<file path="src/design/tick_pkg.sv">
package tick_pkg;

	// Register indices; the byte address is four times the index.
	localparam logic [7:0] RATE_CTRL_IDX = 8'h0b;
	localparam logic [7:0] SRC_CFG_IDX = 8'h10;
	localparam logic [7:0] EVT_STATUS_IDX = 8'h11;
	localparam logic [7:0] EVT_MASK_IDX = 8'h12;
	localparam logic [7:0] COUNT_VIEW_IDX = 8'h13;
	localparam int ADDR_W = 12;

	// Fields of tick_rate_control.
	localparam int DEC_SEL_BIT = 7;
	localparam int PRESCALE_LSB = 4;
	localparam int PRESCALE_W = 3;
	localparam int MODULUS_LSB = 0;
	localparam int MODULUS_W = 4;
	localparam logic [7:0] RATE_CTRL_RESET = 8'h00;

	// Fields of the source configuration register.
	localparam int SRC_SEL_BIT = 0;
	localparam int PSTOP_EN_BIT = 1;
	localparam int PSTOP_SEL_BIT = 2;
	localparam logic [2:0] SRC_CFG_RESET = 3'h0;

	// Event status and mask layout.
	localparam int TICK_EVT_BIT = 0;

	// Prescale lengths in source cycles.
	localparam int PRESCALE_CNT_W = 18;
	localparam int BIN_BASE_LOG2 = 10;
	localparam logic [PRESCALE_CNT_W-1:0] DEC_LEN_0 = 18'd1000;
	localparam logic [PRESCALE_CNT_W-1:0] DEC_LEN_1 = 18'd2000;
	localparam logic [PRESCALE_CNT_W-1:0] DEC_LEN_2 = 18'd5000;
	localparam logic [PRESCALE_CNT_W-1:0] DEC_LEN_3 = 18'd10000;
	localparam logic [PRESCALE_CNT_W-1:0] DEC_LEN_4 = 18'd20000;
	localparam logic [PRESCALE_CNT_W-1:0] DEC_LEN_5 = 18'd50000;
	localparam logic [PRESCALE_CNT_W-1:0] DEC_LEN_6 = 18'd100000;
	localparam logic [PRESCALE_CNT_W-1:0] DEC_LEN_7 = 18'd200000;

	// APB request as seen by the slave.
	typedef struct packed {
		logic psel;
		logic penable;
		logic pwrite;
		logic [ADDR_W-1:0] paddr;
		logic [31:0] pwdata;
	} apb_req_t;

	// Whole state of the timer block.
	typedef struct packed {
		logic [7:0] rate_ctrl;
		logic src_sel;
		logic pstop_en;
		logic pstop_sel;
		logic evt_flag;
		logic evt_mask;
		logic [PRESCALE_CNT_W-1:0] pre_cnt;
		logic [MODULUS_W-1:0] mod_cnt;
		logic irc_prev;
		logic osc_prev;
		logic pready;
		logic pslverr;
		logic [31:0] prdata;
		logic irq;
		logic tick;
	} tick_state_t;

endpackage

</file>
<file path="src/design/tick_period_decode.sv">
`timescale 1ns/1ps
// Turns the rate control byte into a prescale length and an off flag.
module tick_period_decode (
	input wire logic [7:0] rate_ctrl_i,
	output logic timer_off_o,
	output logic [tick_pkg::PRESCALE_CNT_W-1:0] prescale_len_o
);

	logic [tick_pkg::PRESCALE_W-1:0] code;

	// Binary family is a power of two; decimal family is a lookup.
	always_comb begin
		code = rate_ctrl_i[tick_pkg::PRESCALE_LSB +: tick_pkg::PRESCALE_W];
		timer_off_o = 1'b0;
		prescale_len_o = '0;
		if (rate_ctrl_i[tick_pkg::DEC_SEL_BIT]) begin
			unique case (code)
				3'h0: prescale_len_o = tick_pkg::DEC_LEN_0;
				3'h1: prescale_len_o = tick_pkg::DEC_LEN_1;
				3'h2: prescale_len_o = tick_pkg::DEC_LEN_2;
				3'h3: prescale_len_o = tick_pkg::DEC_LEN_3;
				3'h4: prescale_len_o = tick_pkg::DEC_LEN_4;
				3'h5: prescale_len_o = tick_pkg::DEC_LEN_5;
				3'h6: prescale_len_o = tick_pkg::DEC_LEN_6;
				3'h7: prescale_len_o = tick_pkg::DEC_LEN_7;
			endcase
		end else if (code == 3'h0) begin
			timer_off_o = 1'b1;
		end else begin
			// Code 1 gives 2^10 and each step doubles the length.
			prescale_len_o = tick_pkg::PRESCALE_CNT_W'(1) <<
				(tick_pkg::BIN_BASE_LOG2 - 1 + int'(code));
		end
	end

endmodule

</file>
<file path="src/design/periodic_tick_timer.sv">
// Local design decision: the APB interface to the registers.
`timescale 1ns/1ps
// Operation
// Source select 0 counts internal RC clock edges, 1 counts oscillator edges.
// In stop mode count only in pseudo-stop with oscillator source, else freeze.
// Any write to the rate control register restarts the period from zero.
// A change of source select, including forced clear, restarts the period.
// Bit 7 picks binary (0) or decimal (1) prescaler family.
// Binary codes 1..7 give 2^10..2^16 cycles; code 0 turns timer off.
// Modulus field n multiplies the prescale period by n+1.
// Control resets to zero, timer off; software writes zero to disable.
// Decimal codes give 1,2,5,10,20,50,100,200 thousand cycles times modulus.
// Oscillator source only settable with oscillator good; loss clears it.
// Pseudo-stop running needs the pseudo-stop enable bit set.
// Frozen counts are kept and counting resumes from them.
// Each period end sets the tick event flag and starts the next period; a period end in the same cycle as a restart sets no flag and no tick.
module periodic_tick_timer (
	input wire logic mclk_i,
	input wire logic sys_rst_i,
	input wire tick_pkg::apb_req_t apb_i,
	output logic pready_o,
	output logic pslverr_o,
	output logic [31:0] prdata_o,
	input wire logic internal_rc_clock_i,
	input wire logic external_osc_clock_i,
	input wire logic oscillator_good_status_i,
	input wire logic stop_mode_i,
	output logic irq_o,
	output logic tick_o
);

	tick_pkg::tick_state_t state_reg;
	tick_pkg::tick_state_t state_next;
	logic timer_off;
	logic [tick_pkg::PRESCALE_CNT_W-1:0] prescale_len;

	// Period length decode of the current control byte.
	tick_period_decode u_decode (
		.rate_ctrl_i(state_reg.rate_ctrl),
		.timer_off_o(timer_off),
		.prescale_len_o(prescale_len)
	);

	logic [7:0] reg_idx;
	logic addr_ok;
	logic access;
	logic wr_done;
	logic rd_done;
	logic src_edge;
	logic run_ok;
	logic restart;
	logic period_end;
	logic new_src;
	logic [31:0] rd_value;

	// Bus decode; the access completes on the edge where pready is seen high.
	always_comb begin
		reg_idx = 8'(apb_i.paddr[tick_pkg::ADDR_W-1:2]);
		addr_ok = (apb_i.paddr[1:0] == 2'h0) &&
			(reg_idx == tick_pkg::RATE_CTRL_IDX || reg_idx == tick_pkg::SRC_CFG_IDX ||
			reg_idx == tick_pkg::EVT_STATUS_IDX || reg_idx == tick_pkg::EVT_MASK_IDX ||
			reg_idx == tick_pkg::COUNT_VIEW_IDX);
		access = apb_i.psel && apb_i.penable;
		wr_done = access && state_reg.pready && apb_i.pwrite && addr_ok;
		rd_done = access && state_reg.pready && !apb_i.pwrite && addr_ok;
	end

	// Read mux, captured on the same edge that raises pready.
	always_comb begin
		rd_value = 32'h0;
		unique case (reg_idx)
			tick_pkg::RATE_CTRL_IDX: rd_value = {24'h0, state_reg.rate_ctrl};
			tick_pkg::SRC_CFG_IDX: rd_value = {29'h0, state_reg.pstop_sel,
				state_reg.pstop_en, state_reg.src_sel};
			tick_pkg::EVT_STATUS_IDX: rd_value = {31'h0, state_reg.evt_flag};
			tick_pkg::EVT_MASK_IDX: rd_value = {31'h0, state_reg.evt_mask};
			tick_pkg::COUNT_VIEW_IDX: rd_value = {10'h0, state_reg.mod_cnt,
				state_reg.pre_cnt};
			default: rd_value = 32'h0;
		endcase
	end

	// Counting conditions.
	always_comb begin
		// Both source clocks are synchronous inputs, so a plain edge detect is safe.
		src_edge = state_reg.src_sel ? (external_osc_clock_i && !state_reg.osc_prev)
			: (internal_rc_clock_i && !state_reg.irc_prev);
		// Stop freezes the count unless pseudo-stop keeps the oscillator path alive.
		run_ok = !stop_mode_i ||
			(state_reg.pstop_sel && state_reg.src_sel && state_reg.pstop_en);
		// Source select: set needs oscillator good, loss forces it clear.
		new_src = state_reg.src_sel;
		if (wr_done && reg_idx == tick_pkg::SRC_CFG_IDX) begin
			new_src = apb_i.pwdata[tick_pkg::SRC_SEL_BIT] && oscillator_good_status_i;
		end
		if (!oscillator_good_status_i) begin
			new_src = 1'b0;
		end
		restart = (wr_done && reg_idx == tick_pkg::RATE_CTRL_IDX) ||
			(new_src != state_reg.src_sel);
		period_end = !timer_off && run_ok && src_edge &&
			(state_reg.pre_cnt == prescale_len - tick_pkg::PRESCALE_CNT_W'(1)) &&
			(state_reg.mod_cnt == state_reg.rate_ctrl[tick_pkg::MODULUS_LSB +:
			tick_pkg::MODULUS_W]);
	end

	// Next state of the whole block.
	always_comb begin
		state_next = state_reg;
		state_next.irc_prev = internal_rc_clock_i;
		state_next.osc_prev = external_osc_clock_i;
		state_next.src_sel = new_src;
		state_next.tick = 1'b0;

		// APB slave: one wait state on every access.
		state_next.pready = access && !state_reg.pready;
		state_next.pslverr = access && !state_reg.pready && !addr_ok;
		state_next.prdata = (access && !state_reg.pready && addr_ok) ? rd_value : 32'h0;

		if (wr_done) begin
			unique case (reg_idx)
				tick_pkg::RATE_CTRL_IDX: state_next.rate_ctrl = apb_i.pwdata[7:0];
				tick_pkg::SRC_CFG_IDX: begin
					state_next.pstop_en = apb_i.pwdata[tick_pkg::PSTOP_EN_BIT];
					state_next.pstop_sel = apb_i.pwdata[tick_pkg::PSTOP_SEL_BIT];
				end
				tick_pkg::EVT_MASK_IDX: state_next.evt_mask = apb_i.pwdata[tick_pkg::TICK_EVT_BIT];
				default: state_next.evt_mask = state_reg.evt_mask;
			endcase
		end

		// Counter: restart wins, off holds at zero, freeze keeps the count.
		if (restart || timer_off) begin
			state_next.pre_cnt = '0;
			state_next.mod_cnt = '0;
		end else if (run_ok && src_edge) begin
			if (state_reg.pre_cnt == prescale_len - tick_pkg::PRESCALE_CNT_W'(1)) begin
				state_next.pre_cnt = '0;
				if (period_end) begin
					state_next.mod_cnt = '0;
				end else begin
					state_next.mod_cnt = state_reg.mod_cnt + tick_pkg::MODULUS_W'(1);
				end
			end else begin
				state_next.pre_cnt = state_reg.pre_cnt + tick_pkg::PRESCALE_CNT_W'(1);
			end
		end

		// Sticky event flag; a read clears it but a same-cycle event wins.
		if (rd_done && reg_idx == tick_pkg::EVT_STATUS_IDX) begin
			state_next.evt_flag = 1'b0;
		end
		if (period_end && !restart) begin
			state_next.evt_flag = 1'b1;
			state_next.tick = 1'b1;
		end
		state_next.irq = state_next.evt_flag && state_next.evt_mask;
	end

	// State register with synchronous reset to the documented zero values.
	always_ff @(posedge mclk_i) begin
		if (sys_rst_i) begin
			state_reg <= '0;
			state_reg.rate_ctrl <= tick_pkg::RATE_CTRL_RESET;
			state_reg.src_sel <= tick_pkg::SRC_CFG_RESET[tick_pkg::SRC_SEL_BIT];
		end else begin
			state_reg <= state_next;
		end
	end

	assign pready_o = state_reg.pready;
	assign pslverr_o = state_reg.pslverr;
	assign prdata_o = state_reg.prdata;
	assign irq_o = state_reg.irq;
	assign tick_o = state_reg.tick;

endmodule

</file>
<file path="config.mk">
export PLATFORM = sky130hd
export DESIGN_NAME = periodic_tick_timer
export DESIGN_NICKNAME = d
export VERILOG_FILES = /design/src/design/tick_pkg.sv /design/src/design/tick_period_decode.sv /design/src/design/periodic_tick_timer.sv
export SDC_FILE = /design/constraint.sdc
export NUM_CORES = 1
export LEC_CHECK = 0
export BUFFER_PORTS_ARGS = -buffer_cell sky130_fd_sc_hd__buf_2
export CORE_UTILIZATION = 57
export CTS_BUF_LIST = sky130_fd_sc_hd__clkbuf_2 sky130_fd_sc_hd__clkbuf_4 sky130_fd_sc_hd__clkbuf_8
export CTS_CLUSTER_SIZE = 10
export DETAILED_ROUTE_END_ITERATION = 7
export HOLD_SLACK_MARGIN = 0.05
export PLACE_DENSITY = 0.83
export SYNTH_ARGS = -nofsm -noshare
export SYNTH_HDL_FRONTEND = slang
export SYNTH_SLANG_ARGS = --single-unit
export TNS_END_PERCENT = 100
</file>
<file path="constraint.sdc">
create_clock -name mclk_i -period 4.94 [get_ports mclk_i]
set_input_delay 0.988 -clock mclk_i [delete_from_list [all_inputs] [get_ports mclk_i]]
set_output_delay 0.988 -clock mclk_i [all_outputs]
set_load 0.05 [all_outputs]
</file>
After elaboration in Yosys (flattened, before gate mapping) --
Memory sizes are Yosys's and may differ from the RTL's. A register that Yosys moved wholly into a read port is not among the register bits. Cells that the tools add are included.
Word-level totals: word-level logic and storage cells 94, memory bits (read-only) 120, output and inout bits 36, bits in registers 73, input bits 53, memories kept 1
Cells by class: bitwise gates (word level) 1, add/sub/neg operators 4, shifts and indexed selects 1, reduce and logical (&&, ||, !) cells 47, multiplexer cells 17, eq/ne operators 8
Memories:
- (name not given) | depth 8, width 15, rd ports 1, clocked after memory_dff 1, wr ports 0, RTL line tick_period_decode.sv:17 | unique case (code)
Operators by type and width (number):
- $pmux W22 S5 | 1
- $mux W18 | 3
- $eq A8 B5 Y1 const B | 4
- $shl A1 B32 Y18 const A | 1
- $logic_and A1 B1 Y1 | 25
- $add A18 B1 Y18 const B | 1
- $eq A18 B18 Y1 | 1
- $sub A18 B1 Y18 const B | 1
- $mux W1 | 10
- $eq A8 B4 Y1 const B | 1
- $logic_not A1 Y1 | 8
- $logic_or A1 B1 Y1 | 7
- $mux W3 | 2
- $reduce_and A2 Y1 | 3
- $add A4 B3 Y5 const A | 1
- $add A4 B1 Y4 const B | 1
- $eq A4 B4 Y1 | 1
- $mux W4 | 1
- $reduce_or A2 Y1 | 2
- $logic_not A3 Y1 | 1
- $logic_not A2 Y1 | 1
- $ne A1 B1 Y1 | 1
- $not A1 Y1 | 1

Depth between registers and ports, before layout --
word-level depth 16, mapped depth 16, depth with buffers taken out 14

Cells and area by module --
Synthesis repeated with hierarchy kept, for this count alone.
Unflattened totals: cell total of the unflattened synthesis 487, area, all modules 4028.9 µm²
Modules (own cells, without submodules):
- periodic_tick_timer | area an instance 3534.6 µm², seq. area each 1261.2 µm², cells an instance 417, times used 1
- tick_period_decode | area an instance 494.2 µm², seq. area each 0.0 µm², cells an instance 70, times used 1

Worst setup path before layout --
Ideal clock, no wire load.
path type register to register, from register state_reg[69] (netlist name), to register state_reg[61] (netlist name), buffers on the path 1, setup slack 1.387 ns, clock period less this slack 3.553 ns, library setup time 0.067 ns, arrival time 3.486 ns, stages on the path, launching flop included 16, data required time 4.873 ns, cells stage by stage dfxtp_1 buf_2 nand2_1 inv_1 ha_1 or2_1 or2_2 ha_1 a21boi_0 xnor2_1 xnor2_1 nor4_1 and4_1 o2111ai_2 or4_4 a21oi_2
On the way: word-level cells in the longest chain between the ends 10, elaborated cells on any way between the ends 16, those cells by class add/sub: 2; eq/ne: 1; shift: 1; mux: 5; reduce/logical: 7
Ends and longest elaborated chain:
- start, declared | RTL line periodic_tick_timer.sv:32 | tick_pkg::tick_state_t state_reg;
- start signal, assigned | RTL line periodic_tick_timer.sv:167 | state_reg <= state_next;
- $add A4 B3 Y5 / $logic_not A3 Y1 (equally long branches) | RTL line tick_period_decode.sv:32, tick_period_decode.sv:27
- $shl A1 B32 Y18 / $mux W1 (equally long branches) | RTL line tick_period_decode.sv:31, tick_period_decode.sv:27
- $mux W18 / $mux W1 (equally long branches) | RTL line tick_period_decode.sv:27, tick_period_decode.sv:16
- $mux W18 / $logic_not A1 Y1 (equally long branches) | RTL line tick_period_decode.sv:16, periodic_tick_timer.sv:101
- $sub A18 B1 Y18 / $logic_and A1 B1 Y1 (equally long branches) | RTL line periodic_tick_timer.sv:102, periodic_tick_timer.sv:101
- $eq A18 B18 Y1 / $logic_and A1 B1 Y1 (equally long branches) | RTL line periodic_tick_timer.sv:102, periodic_tick_timer.sv:101
- $logic_and A1 B1 Y1 * | RTL line periodic_tick_timer.sv:101 | period_end = !timer_off && run_ok && src_edge &&
- $logic_and A1 B1 Y1 * | RTL line periodic_tick_timer.sv:102 | (state_reg.pre_cnt == prescale_len - tick_pkg::PRESCALE_CNT_W'(1)) &&
- $logic_and A1 B1 Y1 * | RTL line periodic_tick_timer.sv:153 | if (period_end && !restart) begin
- $mux W1 * | RTL line periodic_tick_timer.sv:153
Mark *: on every way between the ends. The rest lies on a longest branch, timed or not. A chain may end at the register's enable or synchronous reset.

Final worst setup path --
from register state_reg[71] (netlist name), to register state_reg, in the netlist irq_o
On the way: word-level cells in the longest chain between the ends 11, elaborated cells on any way between the ends 17, those cells by class add/sub: 2; eq/ne: 1; shift: 1; mux: 5; reduce/logical: 8
Ends and longest elaborated chain:
- $add A4 B3 Y5 / $logic_not A3 Y1 (equally long branches) | RTL line tick_period_decode.sv:32, tick_period_decode.sv:27
- $shl A1 B32 Y18 / $mux W1 (equally long branches) | RTL line tick_period_decode.sv:31, tick_period_decode.sv:27
- $mux W18 / $mux W1 (equally long branches) | RTL line tick_period_decode.sv:27, tick_period_decode.sv:16
- $mux W18 / $logic_not A1 Y1 (equally long branches) | RTL line tick_period_decode.sv:16, periodic_tick_timer.sv:101
- $sub A18 B1 Y18 / $logic_and A1 B1 Y1 (equally long branches) | RTL line periodic_tick_timer.sv:102, periodic_tick_timer.sv:101
- $eq A18 B18 Y1 / $logic_and A1 B1 Y1 (equally long branches) | RTL line periodic_tick_timer.sv:102, periodic_tick_timer.sv:101
- $logic_and A1 B1 Y1 * | RTL line periodic_tick_timer.sv:101
- $logic_and A1 B1 Y1 * | RTL line periodic_tick_timer.sv:102
- $logic_and A1 B1 Y1 * | RTL line periodic_tick_timer.sv:153
- $mux W1 * | RTL line periodic_tick_timer.sv:153
- $logic_and A1 B1 Y1 * | RTL line periodic_tick_timer.sv:157 | state_next.irq = state_next.evt_flag && state_next.evt_mask;
Marks and branches as above.

==> impl_results.md <==
- Status: finished, final reports clean
- Sequential area share after synthesis: 0.3631
- Delay-heaviest family, CP: simple AND/OR/NAND/NOR gates
- Yosys warning count: 0
- Max-slew violation count: 0
- Crit path launch type: flip-flop
- CTS tree: built
- Worst Path Buf+Inv: 0
- CTS H-tree lvls: 3
- Mean Syn Cell Area: 8.830 um2
- Worst r2r src: state_reg[71]
- Final nets: 568
- Vias in the first global route: 3305
- Max cap viols: 0
- Final Total Pwr: 1.219 mW
- Initial drt markers: 204
- Switching share of power: 0.2200
- RR Endpoint: irq_o
- Count of final hold-check violations: 0
- Post-Syn Area: 4300 um2
- Worst hold slack: 0.5052 ns
- Post-route setup TNS: 0 ns
- Reg power frac: 0.517
- DRC viols: 0
- CTS clock-pin slew for the worst setup and hold paths: 0.08 ns
- Drt total wl: 8.976 mm
- Grt ovf: 0
- Clock sinks: 78
- Critical Path RT: 5.24 ns
- Router iterations before antenna repair: 7
- Die height: 88.86 um
- GRT Total Usage: 0.2506
- Drt via density: 5.678
- Inst Count DP: 596
- CTS buffer count: 9
- Hold Path Origin: state_reg[68]
- CP endpoint kind: flip-flop
- Hold WC Path Type: reg -> reg
- Initial Utilization: 0.5897
- CP Class: reg -> reg
- Port buffer count: 52
- Gate power share: 0.044
- Min Tclk post-route: 3.943 ns
- Row count: 31
- Worst Tran Pin Value: 0.8842 ns
- Final period util: 0.7981
- Most frequent cells in the layout: dfxtp_1, buf_2, nand2_1
- Detailed Place HPWL: 6.770 mm
- Pwr dens: 263.5 nW/um2
- IO Pins: 89
- Post-CTS Repair Setup Buffers: 0
- Routed len/inst: 14.67 um
- Yosys reg bits: 78
- Async set or reset register ratio after synthesis: 0
- Unrepaired setup endpoints after global routing: false
- Hold Buf Count CTS: 0
- Critical path, cell by cell: ha_1 -> or2_1 -> or2_2 -> ha_1 -> a21boi_0 -> xnor2_1 -> xnor2_1 -> nor4_1 -> and4_1 -> o2111ai_2 -> or4_4 -> a21boi_2
- Slowest cell on crit path: or4_4
- Worst skew pair latency: 0.36 ns
- Core area: 7292 um2
- Max transition margin: 0.4055
- Share of cells above drive strength 1: 0.1832
- P_sw: 268.2 uW
- Power Internal: 950.9 uW
- Antenna violations before repair: 0
- Clock buffer depth: 2
- GPL Wtd Cong: 0.9297
- Final non-filler cell total: 612
- First-pass GRT wire length: 14.95 mm
- Post-synth EDFFs: 0
- Antenna diodes: 0
- Synth cell types: 73
- Skew final: 0.009450 ns
- Flop-to-flop setup slack: 1.0 ns
- Clock power share: 0.439
- WP data arrival: 4.24 ns
- Synthesized instance count: 487
- Achievable clock frequency: 0.2536 GHz
- Largest net degree at the start of global routing: 36
- CP max FO: 10
- DR vias: 3475
- Worst reg-to-reg path cell count: 12
- LEAKAGE: 1.872 nW
- VDD IR max: 0.0001696 V
- Root Driver: clkbuf_8
- Die area: 7896 um2
- Post-CTS Resized: 0
- Commonest non-fill, non-tap cell in the layout: dfxtp_1
- Area grow syn2layout: 7.565%
- Hold Path Depth: 2
- Main synth FF type: dfxtp_1
- DRT antenna net count: 0
- Die W: 88.86 um
- Max incr delay on CP: 0.62 ns
- Final setup vio count: 0
- Hold endpoint: state_reg[68]
[Yosys cell counts (all sizes together), types with 2 or more instances]
master | count | area [um2]
and3 | 6 | 37.54
a21boi | 3 | 26.27
and2 | 21 | 131.4
nand2 | 49 | 183.9
a222oi | 2 | 20.02
nand4b | 2 | 32.53
mux2i | 8 | 80.08
nor2 | 31 | 116.4
nand3 | 7 | 40.04
buf | 42 | 301.5
or4 | 2 | 18.77
nor2b | 8 | 50.05
xnor2 | 22 | 200.2
nand3b | 2 | 15.01
mux2 | 2 | 22.52
nand2b | 6 | 37.54
nor4bb | 2 | 20.02
a22oi | 7 | 57.55
a21oi | 15 | 78.83
xor2 | 24 | 210.2
o2111a | 2 | 22.52
nand4 | 15 | 93.84
nor4 | 6 | 37.54
nor3 | 30 | 150.1
or2 | 2 | 12.52
o31ai | 7 | 52.55
inv | 9 | 33.78
nor3b | 4 | 30.03
o21a | 5 | 37.54
o21ai | 12 | 78.83
ha | 7 | 87.58
dfxtp | 78 | 1562
clkbuf | 13 | 48.80
and4 | 6 | 52.55
conb | 2 | 7.510
o2111ai | 4 | 41.29
or3b | 3 | 26.28
o41ai | 4 | 61.32
[kinds of logic (layout without fill, tap and decap cells)]
logic type / Yosys count / in the layout / share of synthesized area
adder cells (fa/ha/maj): 7 / 7 / 0.02037
XOR/XNOR: 46 / 46 / 0.09543
flip-flops: 78 / 78 / 0.3631
AND/OR/NAND/NOR: 205 / 205 / 0.2619
multiplexers: 10 / 10 / 0.02386
AO/OA/AOI/OAI: 75 / 75 / 0.1443
buffers and inverters: 64 / 81 / 0.08932
other: 2 / 11 / 0.001746
[worst register-to-register path, stage by stage, from the launching register on]
cell and delay, ns:
dfxtp_1 0.60, ha_1 0.39, or2_1 0.31, or2_2 0.33, ha_1 0.26, a21boi_0 0.16
xnor2_1 0.17, xnor2_1 0.14, nor4_1 0.28, and4_1 0.28, o2111ai_2 0.22, or4_4 0.62
a21boi_2 0.14
[power by group through the flow]
stage / combinational [mW] / clock (mW) / sequential [mW]
floorplan: 0.0402 / 0 / 0.647
global placement: 0.0515 / 0 / 0.645
detailed placement: 0.0527 / 0 / 0.645
CTS: 0.0529 / 0.543 / 0.630
global route: 0.0573 / 0.571 / 0.630
finish: 0.0532 / 0.536 / 0.630
[final cells by class]
cell class                 count  area [um2]
multi-input combinational    354        2389
fill                         637        2666
timing repair buffer          56       290.3
clock inverter                 5       82.58
inverter                       9       33.78
sequential                    78        1562
clock buffer                  11       145.1
tap                           99       123.9
[worst max path at each step]
stage | start | end | depth (start not counted)
4_1_cts | state_reg[71] | irq_o | 12
6_report | state_reg[71] | irq_o | 12
3_5_place_dp | apb_i[36] | state_reg[48] | 8
2_1_floorplan | state_reg[69] | state_reg[61] | 15
3_3_place_gp | apb_i[36] | state_reg[59] | 8
5_1_grt | state_reg[71] | state_reg[61] | 12
[stage by stage]
step	worst slack [ns]	area [um2]	utilization
4_1_cts	1.054	4626	0.6344
3_5_place_dp	1.044	4398	0.6031
6_report	0.9973	4626	0.6344
3_3_place_gp	1.115	4398	0.6031
2_1_floorplan	1.387	4334	-
5_1_grt	0.8200	4626	0.6344
[metal layers]
| metal | up-vias | track usage | wire (um) |
|---|---|---|---|
| met2 | 143 | 0.4147 | 4205 |
| met1 | 1600 | 0.3111 | 4014 |
| met4 | 0 | 0.1012 | 167 |
| li1 | 1716 | - | - |
| met3 | 16 | 0.06437 | 589 |
| met5 | - | 0 | 0 |
Note: power is estimated with default switching activity, not from simulation.
